==> src/design/arc_map.vh <==
// constants of the autonomous replay controller
`ifndef ARC_MAP_VH
`define ARC_MAP_VH

// clock rate in kHz, 100 MHz
`define ARC_CLK_KHZ 100000

// times in milliseconds
`define ARC_DEB_MS 10
`define ARC_SHORT_MS 1000
`define ARC_LONG_MS 5000
`define ARC_HALF_MS 250
`define ARC_RESULT_MS 4000
`define ARC_STATUS_MS 2000

// the same times in clock cycles
`define ARC_DEB_CYC (`ARC_DEB_MS * `ARC_CLK_KHZ)
`define ARC_SHORT_CYC (`ARC_SHORT_MS * `ARC_CLK_KHZ)
`define ARC_LONG_CYC (`ARC_LONG_MS * `ARC_CLK_KHZ)
`define ARC_HALF_CYC (`ARC_HALF_MS * `ARC_CLK_KHZ)
`define ARC_RESULT_CYC (`ARC_RESULT_MS * `ARC_CLK_KHZ)
`define ARC_STATUS_CYC (`ARC_STATUS_MS * `ARC_CLK_KHZ)

// host request kinds
`define ARC_KIND_EXEC 2'h0
`define ARC_KIND_SET_VT 2'h1
`define ARC_KIND_SET_REF 2'h2
`define ARC_KIND_READ_V 2'h3

// answer and reset values
`define ARC_RSP_OK 8'h00
`define ARC_RST_BYTE 8'h00
`define ARC_RST_CNT 32'h0

// flash counts of the result blink
`define ARC_FLASH_PLAIN 3'h0
`define ARC_FLASH_LOG 3'h3

`endif

==> src/design/arc_blink.v <==
// timed blinker with optional flash groups
`timescale 1ns/1ns
`include "arc_map.vh"
module arc_blink #(
	parameter [31:0] HALF_CYC = `ARC_HALF_CYC
) (
	// clock and reset
	input  wire        clk_i,
	input  wire        reset_n_i,
	// start request
	input  wire        start_i,
	input  wire [2:0]  flashes_i,
	input  wire [31:0] dur_i,
	// lamp drive and activity
	output wire        led_o,
	output wire        busy_o
);

reg        busy_q;
reg [31:0] dur_q;
reg [31:0] tick_q;
reg [3:0]  slot_q;
reg [2:0]  flash_q;

// group: n flashes then two dark slots; n of zero is a plain blink
wire [3:0] last_slot = (flash_q == `ARC_FLASH_PLAIN) ? 4'h1 :
	{flash_q, 1'b0} + 4'h1;
wire       lit = ~slot_q[0] &&
	(flash_q == `ARC_FLASH_PLAIN || slot_q < {flash_q, 1'b0});

assign led_o  = busy_q & lit;
assign busy_o = busy_q;

always @(posedge clk_i or negedge reset_n_i) begin
	if (!reset_n_i) begin
		busy_q  <= 1'b0;
		dur_q   <= `ARC_RST_CNT;
		tick_q  <= `ARC_RST_CNT;
		slot_q  <= 4'h0;
		flash_q <= `ARC_FLASH_PLAIN;
	end else if (start_i) begin
		busy_q  <= 1'b1;
		dur_q   <= dur_i;
		tick_q  <= `ARC_RST_CNT;
		slot_q  <= 4'h0;
		flash_q <= flashes_i;
	end else if (busy_q) begin
		dur_q <= dur_q - 32'h1;
		if (dur_q <= 32'h1)
			busy_q <= 1'b0;
		if (tick_q >= HALF_CYC - 32'h1) begin
			tick_q <= `ARC_RST_CNT;
			slot_q <= (slot_q >= last_slot) ? 4'h0 : slot_q + 4'h1;
		end else begin
			tick_q <= tick_q + 32'h1;
		end
	end
end

endmodule // arc_blink

==> src/design/arc_debounce.v <==
// button synchroniser, debouncer and press classifier
`timescale 1ns/1ns
`include "arc_map.vh"
module arc_debounce #(
	parameter [31:0] DEB_CYC   = `ARC_DEB_CYC,
	parameter [31:0] SHORT_CYC = `ARC_SHORT_CYC,
	parameter [31:0] LONG_CYC  = `ARC_LONG_CYC
) (
	// clock and reset
	input  wire        clk_i,
	input  wire        reset_n_i,
	// raw pin, low while pressed
	input  wire        button_n_i,
	// press events, one cycle each
	output reg         short_o,
	output reg         status_o,
	output reg         long_o
);

reg        s1_q;
reg        s2_q;
reg        pressed_q;
reg [31:0] deb_q;
reg [31:0] hold_q;

always @(posedge clk_i or negedge reset_n_i) begin
	if (!reset_n_i) begin
		s1_q      <= 1'b1;
		s2_q      <= 1'b1;
		pressed_q <= 1'b0;
		deb_q     <= `ARC_RST_CNT;
		hold_q    <= `ARC_RST_CNT;
		short_o   <= 1'b0;
		status_o  <= 1'b0;
		long_o    <= 1'b0;
	end else begin
		s1_q     <= button_n_i;
		s2_q     <= s1_q;
		short_o  <= 1'b0;
		status_o <= 1'b0;
		long_o   <= 1'b0;
		if (~s2_q == pressed_q) begin
			deb_q <= `ARC_RST_CNT;
		end else if (deb_q >= DEB_CYC - 32'h1) begin
			deb_q     <= `ARC_RST_CNT;
			pressed_q <= ~s2_q;
		end else begin
			deb_q <= deb_q + 32'h1;
		end
		if (pressed_q) begin
			if (hold_q < LONG_CYC)
				hold_q <= hold_q + 32'h1;
			if (hold_q == LONG_CYC - 32'h1)
				long_o <= 1'b1;
		end else begin
			hold_q <= `ARC_RST_CNT;
		end
		// classify on release; long holds already reported
		if (pressed_q && s2_q && deb_q >= DEB_CYC - 32'h1) begin
			if (hold_q < SHORT_CYC)
				short_o <= 1'b1;
			else if (hold_q < LONG_CYC)
				status_o <= 1'b1;
		end
	end
end

endmodule // arc_debounce

==> src/design/arc_top.v <==
// autonomous replay control: button, log record and replay, indicator
//
// Overview of operation
// - five second hold enters recording
// - recording executes and logs host commands
// - press under five seconds leaves recording, stops logging
// - short press in normal replays log
// - replay lights indicator yellow
// - blink green on success, red on failure
// - after blinking return to steady green
// - one to five second hold shows status
// - status blinks green valid, red invalid
// - supply and reference settings accepted, ignored
// - measured supply reported as both values
// - red flash count names failing action
`timescale 1ns/1ns
`include "arc_map.vh"
module arc_top #(
	parameter [31:0] DEB_CYC    = `ARC_DEB_CYC,
	parameter [31:0] SHORT_CYC  = `ARC_SHORT_CYC,
	parameter [31:0] LONG_CYC   = `ARC_LONG_CYC,
	parameter [31:0] HALF_CYC   = `ARC_HALF_CYC,
	parameter [31:0] RESULT_CYC = `ARC_RESULT_CYC,
	parameter [31:0] STATUS_CYC = `ARC_STATUS_CYC
) (
	// clock and reset
	input  wire       CLK_I,
	input  wire       RESET_N_I,
	// push button pin, low while pressed
	input  wire       BUTTON_N_I,
	// host request link
	input  wire       HOST_CMD_VALID_I,
	output wire       HOST_CMD_READY_O,
	input  wire [1:0] HOST_CMD_KIND_I,
	input  wire [7:0] HOST_CMD_DATA_I,
	output wire       HOST_RSP_VALID_O,
	output wire [7:0] HOST_RSP_DATA_O,
	// programming engine
	output wire       EXEC_VALID_O,
	input  wire       EXEC_READY_I,
	output wire [7:0] EXEC_DATA_O,
	input  wire       EXEC_DONE_I,
	input  wire       EXEC_FAIL_I,
	input  wire [1:0] EXEC_CODE_I,
	// command log in flash
	output wire       LOG_BEGIN_O,
	output wire       LOG_END_O,
	output wire       LOG_WR_VALID_O,
	input  wire       LOG_WR_READY_I,
	output wire [7:0] LOG_WR_DATA_O,
	output wire       LOG_RD_REQ_O,
	input  wire       LOG_RD_VALID_I,
	input  wire       LOG_RD_END_I,
	input  wire [7:0] LOG_RD_DATA_I,
	input  wire       LOG_OK_I,
	// target supply measurement
	input  wire [7:0] TARGET_MEAS_I,
	output wire [7:0] TARGET_SUPPLY_SETTING_O,
	output wire [7:0] ANALOG_REFERENCE_SETTING_O,
	// bi-colour indicator
	output wire       LED_GREEN_O,
	output wire       LED_RED_O
);

localparam [2:0] ST_NORMAL = 3'h0;
localparam [2:0] ST_REC    = 3'h1;
localparam [2:0] ST_RD     = 3'h2;
localparam [2:0] ST_EX     = 3'h3;
localparam [2:0] ST_RESULT = 3'h4;
localparam [2:0] ST_STATUS = 3'h5;

// states in which the host link is served
function host_mode;
	input [2:0] st;
	begin
		host_mode = (st == ST_NORMAL) || (st == ST_REC);
	end
endfunction

reg  [2:0]  st_q;
reg  [2:0]  st_d;
reg         exec_valid_q;
reg  [7:0]  exec_data_q;
reg         logw_valid_q;
reg  [7:0]  logw_data_q;
reg         rd_req_q;
reg         rsp_valid_q;
reg  [7:0]  rsp_data_q;
reg         begin_q;
reg         end_pend_q;
reg         end_q;
reg  [7:0]  meas_q;
reg         blink_start_q;
reg  [2:0]  blink_flash_q;
reg  [31:0] blink_dur_q;
reg         blink_red_q;
reg         led_g_q;
reg         led_r_q;
reg         led_g_d;
reg         led_r_d;

wire        short_ev;
wire        status_ev;
wire        long_ev;
wire        blink_led;
wire        blink_busy;

// idle engine and log writer before a new word is taken
wire host_rdy  = host_mode(st_q) && !exec_valid_q && !logw_valid_q;
wire host_take = HOST_CMD_VALID_I && host_rdy;
wire take_exec = host_take && (HOST_CMD_KIND_I == `ARC_KIND_EXEC);
wire leave_rec = (st_q == ST_REC) && (st_d != ST_REC);
wire enter_res = (st_d == ST_RESULT) && (st_q != ST_RESULT);
wire enter_sts = (st_d == ST_STATUS) && (st_q != ST_STATUS);

assign HOST_CMD_READY_O           = host_rdy;
assign HOST_RSP_VALID_O           = rsp_valid_q;
assign HOST_RSP_DATA_O            = rsp_data_q;
assign EXEC_VALID_O               = exec_valid_q;
assign EXEC_DATA_O                = exec_data_q;
assign LOG_BEGIN_O                = begin_q;
assign LOG_END_O                  = end_q;
assign LOG_WR_VALID_O             = logw_valid_q;
assign LOG_WR_DATA_O              = logw_data_q;
assign LOG_RD_REQ_O               = rd_req_q;
assign TARGET_SUPPLY_SETTING_O    = meas_q;
assign ANALOG_REFERENCE_SETTING_O = meas_q;
assign LED_GREEN_O                = led_g_q;
assign LED_RED_O                  = led_r_q;

arc_debounce #(
	.DEB_CYC   (DEB_CYC),
	.SHORT_CYC (SHORT_CYC),
	.LONG_CYC  (LONG_CYC)
) u_button (
	.clk_i      (CLK_I),
	.reset_n_i  (RESET_N_I),
	.button_n_i (BUTTON_N_I),
	.short_o    (short_ev),
	.status_o   (status_ev),
	.long_o     (long_ev)
);

arc_blink #(
	.HALF_CYC (HALF_CYC)
) u_blink (
	.clk_i     (CLK_I),
	.reset_n_i (RESET_N_I),
	.start_i   (blink_start_q),
	.flashes_i (blink_flash_q),
	.dur_i     (blink_dur_q),
	.led_o     (blink_led),
	.busy_o    (blink_busy)
);

// presses outside the host states are ignored
always @* begin
	st_d = st_q;
	case (st_q)
	ST_NORMAL: begin
		if (long_ev)
			st_d = ST_REC;
		else if (short_ev)
			st_d = LOG_OK_I ? ST_RD : ST_RESULT;
		else if (status_ev)
			st_d = ST_STATUS;
	end
	ST_REC: begin
		if (short_ev || status_ev)
			st_d = ST_NORMAL;
	end
	ST_RD: begin
		if (LOG_RD_END_I)
			st_d = ST_RESULT;
		else if (LOG_RD_VALID_I)
			st_d = ST_EX;
	end
	ST_EX: begin
		if (EXEC_DONE_I)
			st_d = EXEC_FAIL_I ? ST_RESULT : ST_RD;
	end
	ST_RESULT, ST_STATUS: begin
		if (!blink_busy && !blink_start_q)
			st_d = ST_NORMAL;
	end
	default: begin
		st_d = ST_NORMAL;
	end
	endcase
end

always @* begin
	led_g_d = 1'b0;
	led_r_d = 1'b0;
	case (st_q)
	ST_NORMAL: begin
		led_g_d = 1'b1;
	end
	ST_REC: begin
		led_r_d = 1'b1;
	end
	ST_RD, ST_EX: begin
		led_g_d = 1'b1;
		led_r_d = 1'b1;
	end
	ST_RESULT, ST_STATUS: begin
		led_g_d = blink_led & ~blink_red_q;
		led_r_d = blink_led & blink_red_q;
	end
	default: begin
		led_g_d = 1'b0;
		led_r_d = 1'b0;
	end
	endcase
end

always @(posedge CLK_I or negedge RESET_N_I) begin
	if (!RESET_N_I) begin
		st_q          <= ST_NORMAL;
		exec_valid_q  <= 1'b0;
		exec_data_q   <= `ARC_RST_BYTE;
		logw_valid_q  <= 1'b0;
		logw_data_q   <= `ARC_RST_BYTE;
		rd_req_q      <= 1'b0;
		rsp_valid_q   <= 1'b0;
		rsp_data_q    <= `ARC_RST_BYTE;
		begin_q       <= 1'b0;
		end_pend_q    <= 1'b0;
		end_q         <= 1'b0;
		meas_q        <= `ARC_RST_BYTE;
		blink_start_q <= 1'b0;
		blink_flash_q <= `ARC_FLASH_PLAIN;
		blink_dur_q   <= `ARC_RST_CNT;
		blink_red_q   <= 1'b0;
		led_g_q       <= 1'b0;
		led_r_q       <= 1'b0;
	end else begin
		st_q          <= st_d;
		led_g_q       <= led_g_d;
		led_r_q       <= led_r_d;
		rsp_valid_q   <= 1'b0;
		blink_start_q <= 1'b0;
		end_q         <= 1'b0;
		meas_q        <= TARGET_MEAS_I;
		// fetch one log word per step
		rd_req_q      <= (st_d == ST_RD) && (st_q != ST_RD);
		// a new hold restarts the log
		begin_q       <= long_ev && host_mode(st_q);

		// engine word from host or from the log
		if (take_exec) begin
			exec_valid_q <= 1'b1;
			exec_data_q  <= HOST_CMD_DATA_I;
		end else if (st_q == ST_RD && st_d == ST_EX) begin
			exec_valid_q <= 1'b1;
			exec_data_q  <= LOG_RD_DATA_I;
		end else if (EXEC_READY_I) begin
			exec_valid_q <= 1'b0;
		end

		if (take_exec && st_q == ST_REC) begin
			logw_valid_q <= 1'b1;
			logw_data_q  <= HOST_CMD_DATA_I;
		end else if (LOG_WR_READY_I) begin
			logw_valid_q <= 1'b0;
		end

		if (host_take && HOST_CMD_KIND_I != `ARC_KIND_EXEC) begin
			rsp_valid_q <= 1'b1;
			if (HOST_CMD_KIND_I == `ARC_KIND_READ_V)
				rsp_data_q <= meas_q;
			else
				rsp_data_q <= `ARC_RSP_OK;
		end

		// close log once last write drains
		if (leave_rec) begin
			end_pend_q <= 1'b1;
		end else if (end_pend_q && !logw_valid_q) begin
			end_pend_q <= 1'b0;
			end_q      <= 1'b1;
		end

		if (enter_res) begin
			blink_start_q <= 1'b1;
			blink_dur_q   <= RESULT_CYC;
			// bad or empty log is three flashes
			if (st_q == ST_NORMAL) begin
				blink_red_q   <= 1'b1;
				blink_flash_q <= `ARC_FLASH_LOG;
			// engine code picks one to four
			end else if (st_q == ST_EX) begin
				blink_red_q   <= 1'b1;
				blink_flash_q <= {1'b0, EXEC_CODE_I} + 3'h1;
			end else begin
				blink_red_q   <= 1'b0;
				blink_flash_q <= `ARC_FLASH_PLAIN;
			end
		end else if (enter_sts) begin
			blink_start_q <= 1'b1;
			blink_dur_q   <= STATUS_CYC;
			blink_red_q   <= ~LOG_OK_I;
			blink_flash_q <= `ARC_FLASH_PLAIN;
		end
	end
end

endmodule // arc_top

==> config.mk <==
export PLATFORM = sky130hd
export DESIGN_NAME = arc_top
export DESIGN_NICKNAME = d
export VERILOG_FILES = /design/src/design/arc_blink.v /design/src/design/arc_debounce.v /design/src/design/arc_top.v
export VERILOG_INCLUDE_DIRS = /design/src /design/src/design
export SDC_FILE = /design/constraint.sdc
export NUM_CORES = 1
export LEC_CHECK = 0
export BUFFER_PORTS_ARGS = -buffer_cell sky130_fd_sc_hd__buf_2
export CELL_PAD_IN_SITES_DETAIL_PLACEMENT = 0
export CELL_PAD_IN_SITES_GLOBAL_PLACEMENT = 1
export CORE_ASPECT_RATIO = 0.6
export CORE_MARGIN = 2
export CORE_UTILIZATION = 50
export CTS_CLUSTER_DIAMETER = 100
export DETAILED_ROUTE_END_ITERATION = 6
export PLACE_DENSITY = 0.92
export SYNTH_ARGS = -nofsm -noshare
export SYNTH_HDL_FRONTEND = slang
export SYNTH_SLANG_ARGS = --single-unit
==> constraint.sdc <==
create_clock -name CLK_I -period 4.2 [get_ports CLK_I]
set_clock_uncertainty 0.2 [all_clocks]
set_input_delay 0.63 -clock CLK_I [delete_from_list [all_inputs] [get_ports CLK_I]]
set_output_delay 0.63 -clock CLK_I [all_outputs]
set_load 0.01 [all_outputs]
# Word-level counts from Yosys, hierarchy flattened
# Index checks and enable logic that the tools add are counted.
[word_totals]
regBits = 223
in_bits = 39
out_inout_bits = 49
wordCells = 172
[op_classes]
addsub = 7
n_lt_le_gt_ge = 7
n_eq_ne = 17
mux = 62
n_bitwise = 8
n_reduce_logical = 40
[ops]
columns = ["op", "n"]
rows = [
  ["$mux 32", 11],
  ["$add 32x1->32 const B", 3],
  ["$mux 3", 14],
  ["$eq 32x29->1 const B", 1],
  ["$ge 32x20->1 const B", 1],
  ["$ge 32x25->1 const B", 1],
  ["$le 32x1->1 const B", 1],
  ["$lt 32x27->1 const B", 1],
  ["$lt 32x29->1 const B", 1],
  ["$sub 32x1->32 const B", 1],
  ["$mux 1", 26],
  ["$mux 8", 3],
  ["$mux 4", 5],
  ["$logic_and 1x1->1", 17],
  ["$pmux 3 s5", 1],
  ["$reduce_bool 2->1", 7],
  ["$eq 3x2->1 const B", 4],
  ["$eq 3x3->1 const B", 4],
  ["$add 4x1->4 const B", 2],
  ["$logic_not 3->1", 2],
  ["$ne 3x3->1 const B", 2],
  ["$reduce_or 3->1", 2],
  ["$not 1->1", 5],
  ["$ge 4x4->1", 1],
  ["16 further kinds", 25],
]

# Logic depth before layout (Yosys ltp)
# Gate-level depths: netlist of the first run.
[logic_depth]
word_depth = 8
depth_mapped = 9
ltp_nobuf = 7

# Modules after synthesis
# From an unflattened synthesis of the first run, not the netlist that was laid out.
[hier_totals]
cells_unflattened = 979
area_unflattened_um2 = 9745.6
[modules_own_cells]
columns = ["mod", "instances", "cells_per_inst", "area_per_inst_um2", "seq_area_each_um2"]
rows = [
  ["arc_blink", 1, 429, 3943.8, 1801.7],
  ["arc_debounce", 1, 358, 3520.9, 1754.2],
  ["arc_top", 1, 192, 2280.9, 1301.2],
]

# Worst setup path before layout of the first run
# No wires, ideal clock.
[synth_timing]
path_kind = "register to register"
from = "reg u_button.deb_q[12]"
to = "reg u_button.deb_q[12]"
setup_ns = 0.119
t_arrival_ns = 2.008
required_time_ns = 3.881
path_slack_ns = 1.873
stages_incl_launch_ff = 7
synth_period_minus_slack_ns = 2.327
path_cell_list = "dfrtp_1 > or4_4 > or4_4 > o221ai_4 > nand2b_4 > buf_6 > nor2_1"
[synth_via]
elab_chain_cells = 3
elab_cells_between_ends = 4
classes_between = "1 x add/sub; 1 x order compare; 2 x mux"
[synth_lines]
columns = ["element", "line", "rtl"]
rows = [
  ["start: declaration", "arc_debounce.v:23", "reg [31:0] deb_q;"],
  ["start signal: assignment", "arc_debounce.v:31", "deb_q <= `ARC_RST_CNT;"],
  ["start signal: assignment", "arc_debounce.v:43", "deb_q <= `ARC_RST_CNT;"],
  ["start signal: assignment", "arc_debounce.v:45", "deb_q <= `ARC_RST_CNT;"],
  ["$add 32x1->32 / $ge 32x20->1 (equally long branches)", "arc_debounce.v:48, arc_debounce.v:44", ""],
  ["$mux 32 (*)", "arc_debounce.v:44", "end else if (deb_q >= DEB_CYC - 32'h1) begin"],
  ["$mux 32 (*)", "arc_debounce.v:42", "if (~s2_q == pressed_q) begin"],
]
# Every way passes the cells marked *; elsewhere a longest branch is shown, timed or not.
# A chain may end at the register's enable or synchronous reset.

# Final worst setup path of the first run
[layout_timing]
from = "reg st_q[1]"
to = "reg end_q, in the netlist LOG_END_O"
[layout_via]
elab_cells_between_ends = 19
classes_between = "6 x eq/ne; 10 x mux; 3 x reduce/logical"
[layout_rtl]
columns = ["element", "line", "rtl"]
rows = [
  ["start: declaration", "arc_top.v:80", "reg [2:0] st_q;"],
  ["start signal: assignment", "arc_top.v:238", "st_q <= st_d;"],
  ["$eq 3x3->1", "arc_top.v:159", "case (st_q)"],
  ["$reduce_or 2->1", "arc_top.v:159", ""],
  ["$pmux 3 s5 (*)", "arc_top.v:159", ""],
  ["via st_d[0]", "arc_top.v:81", "reg [2:0] st_d;"],
  ["$ne 3x1->1 (*)", "arc_top.v:112", "wire leave_rec = (st_q == ST_REC) && (st_d != ST_REC);"],
  ["$logic_and 1x1->1 (*)", "arc_top.v:112", ""],
  ["$mux 1 (*)", "arc_top.v:277", "if (leave_rec) begin"],
  ["end signal: assignment", "arc_top.v:229", "end_q <= 1'b0;"],
  ["end signal: assignment", "arc_top.v:243", "end_q <= 1'b0;"],
  ["end signal: assignment", "arc_top.v:281", "end_q <= 1'b1;"],
  ["end: declaration", "arc_top.v:91", "reg end_q;"],
]
# The timed path passes the listed nets; every way through them passes the cells marked *.

==> impl_metrics.csv, run 1 <==
group,metric,value,unit
status,outcome,"finished, final reports clean",
power_and_ir_drop,ir_drop,309,uV
timing,tightest_slew,1.04,ns
cells_and_area,nNetsFinal,1046,
floorplan,io_pins,88,
clock_network,cts_tree,"yes",
cells_and_area,antenna_cells,0,
worst_setup_path,worstPathArrival,2.86,ns
global_route,grt_pass1_vias,6716,
power_and_ir_drop,p_comb_share,24.5,%
timing,post-route-min-period,2.72,ns
global_route,grt_pass1_wl,34.9,mm
drt,wire_per_inst,16.7,um
drt,avgViaCountPerCell,5.71,
power_and_ir_drop,power,0.00549,W
min_path,min_path_type,"primary input to async pin",
cells_and_area,layout_commonest_cell,"dfrtp_1",
floorplan,initial_core_util,51.3,%
job,maxCapViolCount,0,
synth,netlist_area,9350,um2
clock_network,path_clk_slew,0.07,ns
power_and_ir_drop,p_int,0.00363,W
drt,drtIter0Drc,538,
drt,drc_errors,0,
timing,finalMaxSlewViolations,0,
clock_network,post_cts_resized,0,
synth,ys_seq_elements,194,
worst_setup_path,critPathKind,"flop to flop",
timing,rsz0062_at_grt,"no",
clock_network,htreeDepth,4,
place,io_buffers,87,
clock_network,ctsHoldBuffers,0,
worst_setup_path,crit_path_end_kind,"flop",
clock_network,clk_latency,0.43,ns
power_and_ir_drop,swShare,33.9,%
synth,postSynthCellCount,915,
global_route,grt_usage,22.1,%
drt,num_vias,7115,
clock_network,clock_path_buffers,2,
place,dp_hpwl,14.3,mm
clock_network,clock_tree.root_cell,"clkbuf_16",
cells_and_area,fillers,1578,
clock_network,cts.sinks,194,
power_and_ir_drop,clkPwrFrac,29.1,%
clock_network,postCtsSetupBuffers,0,
cells_and_area,drive_above_1_share,15.4,%
power_and_ir_drop,p_switching,0.00186,W
global_route,grt_max_degree,92,
global_route,antenna_found_initial,0,
power_and_ir_drop,power.density,521,nW/um2
floorplan,die-area,19800,um2
floorplan,fp.dieW,181,um
synth,avgSynthCellArea,10.2,um2
power_and_ir_drop,p_leak,4.59,nW
timing,finalHoldViolCount,0,
synth,synth_edf_count,0,
place,dp_cells,1216,
power_and_ir_drop,p_seq_share,46.3,%
timing,maxSlewHeadroom,30.7,%
floorplan,rows,38,
timing,finalCritPeriodShare,64.9,%
worst_setup_path,crit_fanout,11,
clock_network,cts_buffers,17,
synth,ys_seq_area_share,52.0,%
timing,finalSetupViolCount,0,
global_route,grt_overflow_total,0,
timing,setup_tns,0,ns
cells_and_area,stdcell_count,1247,
timing,clock.fmax,367,MHz
worst_setup_path,r2r_cells,5,
floorplan,coreArea,18200,um2
worst_setup_path,crit_required,4.34,ns
cells_and_area,syn_to_final_growth,12.8,%
floorplan,dieHeight,110,um
drt,first_pass_iters,5,
drt,totalWireLength,20.8,mm
drt,ant_nets,0,
synth,ys_types,72,
synth,ys_async_sr_fraction,100,%
synth,yosysWarnings,0,
cells_and_area,mostFrequentLayoutCells,"dfrtp_1, nor2_1, buf_2",
synth,ys.flop_type,"dfrtp_1",
worst_setup_path,start_kind,"flop",
place,gp_congestion,0.888,
-- state kept, by name, summed over array words and instances (netlist names), 3 cells and up --
| register | cells |
|---|---|
| u_blink.dur_q | 32 |
| ANALOG_REFERENCE_SETTING_O | 8 |
| u_button.hold_q | 32 |
| HOST_RSP_DATA_O | 8 |
| LOG_WR_DATA_O | 8 |
| blink_flash_q | 3 |
| st_q | 3 |
| u_blink.tick_q | 32 |
| u_blink.flash_q | 3 |
| blink_dur_q | 3 |
| EXEC_DATA_O | 8 |
| u_button.deb_q | 32 |
| u_blink.slot_q | 4 |
-- through the flow --
stage,hold slack [ns],utilization [%],cell area (um2),setup slack [ns]
after detailed placement,0.163,54.8,9980,1.55
after global routing,0.0709,57.9,10500,1.34
after CTS,0.0749,57.9,10500,1.52
after global placement,0.162,54.8,9980,1.58
final,0.0294,57.9,10500,1.48
after floorplan,0.134,-,9390,1.87
-- worst max-delay path, stage by stage, from the launching register on --
cell and delay, ns:
dfrtp_1 0.55, nor3b_1 0.41, nand3b_1 0.60, o211ai_2 0.40, a41oi_1 0.23, nor3b_1 0.24
-- routing by layer --
| layer | track usage (%) | part of all wire [%] | vias up |
|---|---|---|---|
| met5 | 0 | 0 | - |
| met4 | 5.53 | 0.60 | 0 |
| met3 | 4.17 | 4.1 | 11 |
| met2 | 31.7 | 44 | 150 |
| met1 | 34.3 | 52 | 3517 |
| li1 | - | - | 3437 |
-- synthesized netlist by cell type (10+ instances only) --
master / n / area [um2]
or4_1: 17 / 128
o21ai_0: 19 / 95.1
a21oi_1: 37 / 185
dfrtp_1: 192 / 4800
xnor2_1: 28 / 245
nor3_1: 19 / 95.1
mux2i_1: 17 / 170
nand2_1: 64 / 240
o21a_1: 21 / 158
nand2b_1: 18 / 113
buf_2: 11 / 55.1
xor2_1: 42 / 368
nor4_1: 38 / 238
nand4_1: 26 / 163
a22o_1: 10 / 87.6
or3_1: 13 / 81.3
o31ai_1: 16 / 120
ha_1: 12 / 150
nor2_1: 102 / 383
clkbuf_1: 22 / 82.6
and3_1: 12 / 75.1
inv_1: 22 / 82.6
nand3_1: 36 / 180
-- kinds of logic after synthesis --
kind of cell	Yosys count	synth area share, %
XOR/XNOR	70	6.56
AND/OR/NAND/NOR	396	22.6
adder cells (fa/ha/maj)	12	1.61
flip-flops	194	52.0
multiplexers	25	2.78
AO/OA/AOI/OAI	147	11.0
other	1	0.0401
buffers and inverters	70	3.44
-- cell type report --
class	count	area (um2)	area share [%]
clock buffer	19	443	4.20
clock inverter	12	120	1.14
inverter	23	86.3	0.819
multi-input combinational	662	4210	40.0
sequential	194	4860	46.1
tap	240	300	2.85
timing repair buffer	97	519	4.93
-- power groups by stage --
stage	Sequential, W	Clock, W	Combinational (W)
floorplan	0.00251	0	0.000956
global placement	0.00256	0	0.00132
detailed placement	0.00257	0	0.00135
CTS	0.00254	0.00162	0.00136
global route	0.00260	0.00170	0.00151
finish	0.00254	0.00160	0.00135
-- worst paths after layout --
kind                                    start               end  slack [ns]
worst max-delay path                  st_q[1]         LOG_END_O        1.48
min in group CLK_I                 BUTTON_N_I     u_button.s1_q        0.10
max in group asynchronous           RESET_N_I      EXEC_VALID_O        2.84
worst min register to register  u_button.s1_q     u_button.s2_q        0.17
worst max register to register        st_q[1]         LOG_END_O        1.48
worst min-delay path                RESET_N_I  u_blink.dur_q[4]        0.03
Power figures use the tool's default switching activity.
==> run 2, diff against run 1 <==
ABC_AREA = 1   (was default)
CORE_UTILIZATION = 45   (was 50)
PLACE_DENSITY = 0.89   (was 0.92)
clock period = 2.7 ns   (was 4.2 ns; I/O delays follow)
==> run 2 against run 1 <==
  * Via count grew 25%
  * Combinational power up 130%
  * Register-to-register slack worse by 0.90 ns
==> impl_metrics.csv, run 2 <==
group,metric,value,unit
status,outcome,"finished, final reports clean",
cells_and_area,nNetsFinal,1511,
cells_and_area,antenna_cells,0,
timing,finalHoldViolCount,0,
min_path,min_path_type,"primary input to flop",
synth,avgSynthCellArea,7.64,um2
worst_setup_path,crit_fanout,10,
cells_and_area,mostFrequentLayoutCells,"nand2_1, nor2_1, dfrtp_1",
cells_and_area,drive_above_1_share,12.6,%
drt,num_vias,8915,
synth,synth_edf_count,0,
synth,ys_seq_elements,194,
clock_network,htreeDepth,4,
floorplan,die-area,24200,um2
drt,wire_per_inst,14.3,um
place,dp_cells,1737,
worst_setup_path,crit_path_end_kind,"primary output",
timing,hold_ws,0.0307,ns
floorplan,io_pins,88,
power_and_ir_drop,p_int,0.00612,W
floorplan,fp.dieW,200,um
drt,first_pass_iters,5,
timing,setup_tns,0,ns
clock_network,postCtsSetupBuffers,0,
timing,tightest_slew,0.632,ns
power_and_ir_drop,p_leak,5.79,nW
cells_and_area,syn_to_final_growth,14.8,%
synth,yosys.area.top_type,"dfrtp_1",
floorplan,dieHeight,121,um
synth,synth_common_cells,"nand2_1, nor2_1, dfrtp_1",
synth,synthTopCellsByArea,"dfrtp_1, nand2_1, nor2_1",
power_and_ir_drop,ir_drop,484,uV
synth,ys_seq_area_share,47.0,%
synth,yosysMostFrequentCell,"nand2_1",
cells_and_area,stdcell_count,1781,
timing,finalCritPeriodShare,79.2,%
drt,drtIter0Drc,820,
synth,ys_types,46,
timing,maxSlewHeadroom,57.7,%
synth,postSynthCellCount,1353,
worst_setup_path,ff2ff_setup_slack,0.58,ns
global_route,grt_usage,22.7,%
clock_network,clock_path_buffers,2,
worst_setup_path,critPathKind,"flop to primary output",
power_and_ir_drop,clkPwrFrac,27.3,%
worst_setup_path,start_kind,"flop",
drt,avgViaCountPerCell,5.01,
drt,drc_errors,0,
place,dp_hpwl,18.6,mm
synth,netlist_area,10300,um2
power_and_ir_drop,p_switching,0.00370,W
timing,clock.fmax,467,MHz
synth,ys.flop_type,"dfrtp_1",
power_and_ir_drop,p_seq_share,41.4,%
global_route,antenna_found_initial,0,
synth,yosysWarnings,0,
clock_network,clk_latency,0.44,ns
clock_network,cts_buffers,17,
timing,finalMaxSlewViolations,0,
worst_setup_path,crit_required,2.10,ns
power_and_ir_drop,swShare,37.7,%
floorplan,coreArea,22300,um2
place,gp_congestion,0.928,
timing,post-route-min-period,2.14,ns
synth,synth_top_area_share,46.5,%
floorplan,rows,42,
cells_and_area,layout_commonest_cell,"nand2_1",
timing,rsz0062_at_grt,"no",
global_route,grt_overflow_total,0,
drt,totalWireLength,25.5,mm
timing,finalSetupViolCount,0,
global_route,grt_pass1_wl,43.2,mm
clock_network,path_clk_slew,0.07,ns
global_route,grt_max_degree,61,
synth,ys_async_sr_fraction,100,%
power_and_ir_drop,p_comb_share,31.2,%
drt,ant_nets,0,
global_route,grt_pass1_vias,8388,
power_and_ir_drop,power.density,827,nW/um2
clock_network,cts.sinks,194,
clock_network,clock_tree.root_cell,"clkbuf_16",
clock_network,cts_tree,"yes",
place,io_buffers,87,
floorplan,initial_core_util,46.4,%
worst_setup_path,worstPathArrival,1.53,ns
job,maxCapViolCount,0,
==> run 2: changes by cell type after synthesis, sizes merged, moves of 17 or more <==
cell / previous run / this run
inv: 22 / 156
nor4: 41 / 5
nor2: 102 / 250
o21a: 21 / 1
o21ai: 20 / 74
mux2i: 17 / 0
nand3: 36 / 113
or4: 19 / 0
nand2: 65 / 337
nand2b: 19 / 0
==> run 2: final timing paths <==
kind,startpoint,endpoint,cells after the start
hold reg to reg,u_button.s1_q,u_button.s2_q,0
hold / removal,HOST_CMD_DATA_I[4],LOG_WR_DATA_O[4],3
setup / recovery,st_q[1],HOST_CMD_READY_O,4
min in group asynchronous,RESET_N_I,u_button.deb_q[5],2
max in group asynchronous,RESET_N_I,u_button.s1_q,3
setup reg to reg,u_button.hold_q[21],u_button.hold_q[9],8
==> run 2: stage by stage <==
stage          power, W  area (um2)  util [%]  setup WS [ns]
3_3_place_gp    0.00709       11100      49.9          0.581
3_5_place_dp    0.00714       11100      49.9          0.577
5_1_grt          0.0106       11900      53.3          0.310
6_report        0.00982       11900      53.3          0.561
4_1_cts         0.00988       11900      53.3          0.525
2_1_floorplan   0.00614       10400         -          0.896
==> run 2: cells by family (layout without fill, tap and decap cells) <==
group                      Yosys count  after routing  synth area share (%)
xor gates and xnor gates            56             56                  4.75
buffers and inverters              195            304                  8.05
AOI/OAI and AO/OA                  125            125                  6.96
adders and majority gates           12             12                  1.45
and+or+nand+nor                    770            770                  31.7
other                                1             12                0.0363
DFF                                194            194                  47.0
==> run 2: cell type report <==
type,instances,area (um2)
timing repair buffer,115,722
multi-input combinational,975,4690
fill,2144,10400
clock inverter,10,146
sequential,194,4860
inverter,157,594
tap,308,385
clock buffer,22,474
==> run 2: what timing repair did <==
item                       4_1_cts  5_1_grt
setup endpoints to repair        0        0
gates resized for setup          0        0
hold buffers                    12        0
hold endpoints to repair        67        0
==> run 2: per-layer routing <==
layer  part of all wire (%)  GRT usage [%]  vias up
met5                      0              0        -
met4                   0.97           4.81        0
met3                    8.4           6.42       24
met2                     38           29.6      307
met1                     53           36.5     4096
li1                       -              -     4488
==> run 2: critical path, cell delays in order, from the launching register on <==
cell,delay [ns]
dfrtp_1,0.50
inv_4,0.11
nand2_2,0.08
nor3_4,0.22
buf_2,0.19
==> run 2: power groups by stage <==
stage	Sequential, W	Combinational, W	Clock (W)
finish	0.00407	0.00307	0.00268
global route	0.00415	0.00351	0.00289
CTS	0.00406	0.00307	0.00275
detailed placement	0.00410	0.00304	0
global placement	0.00409	0.00299	0
floorplan	0.00402	0.00213	0
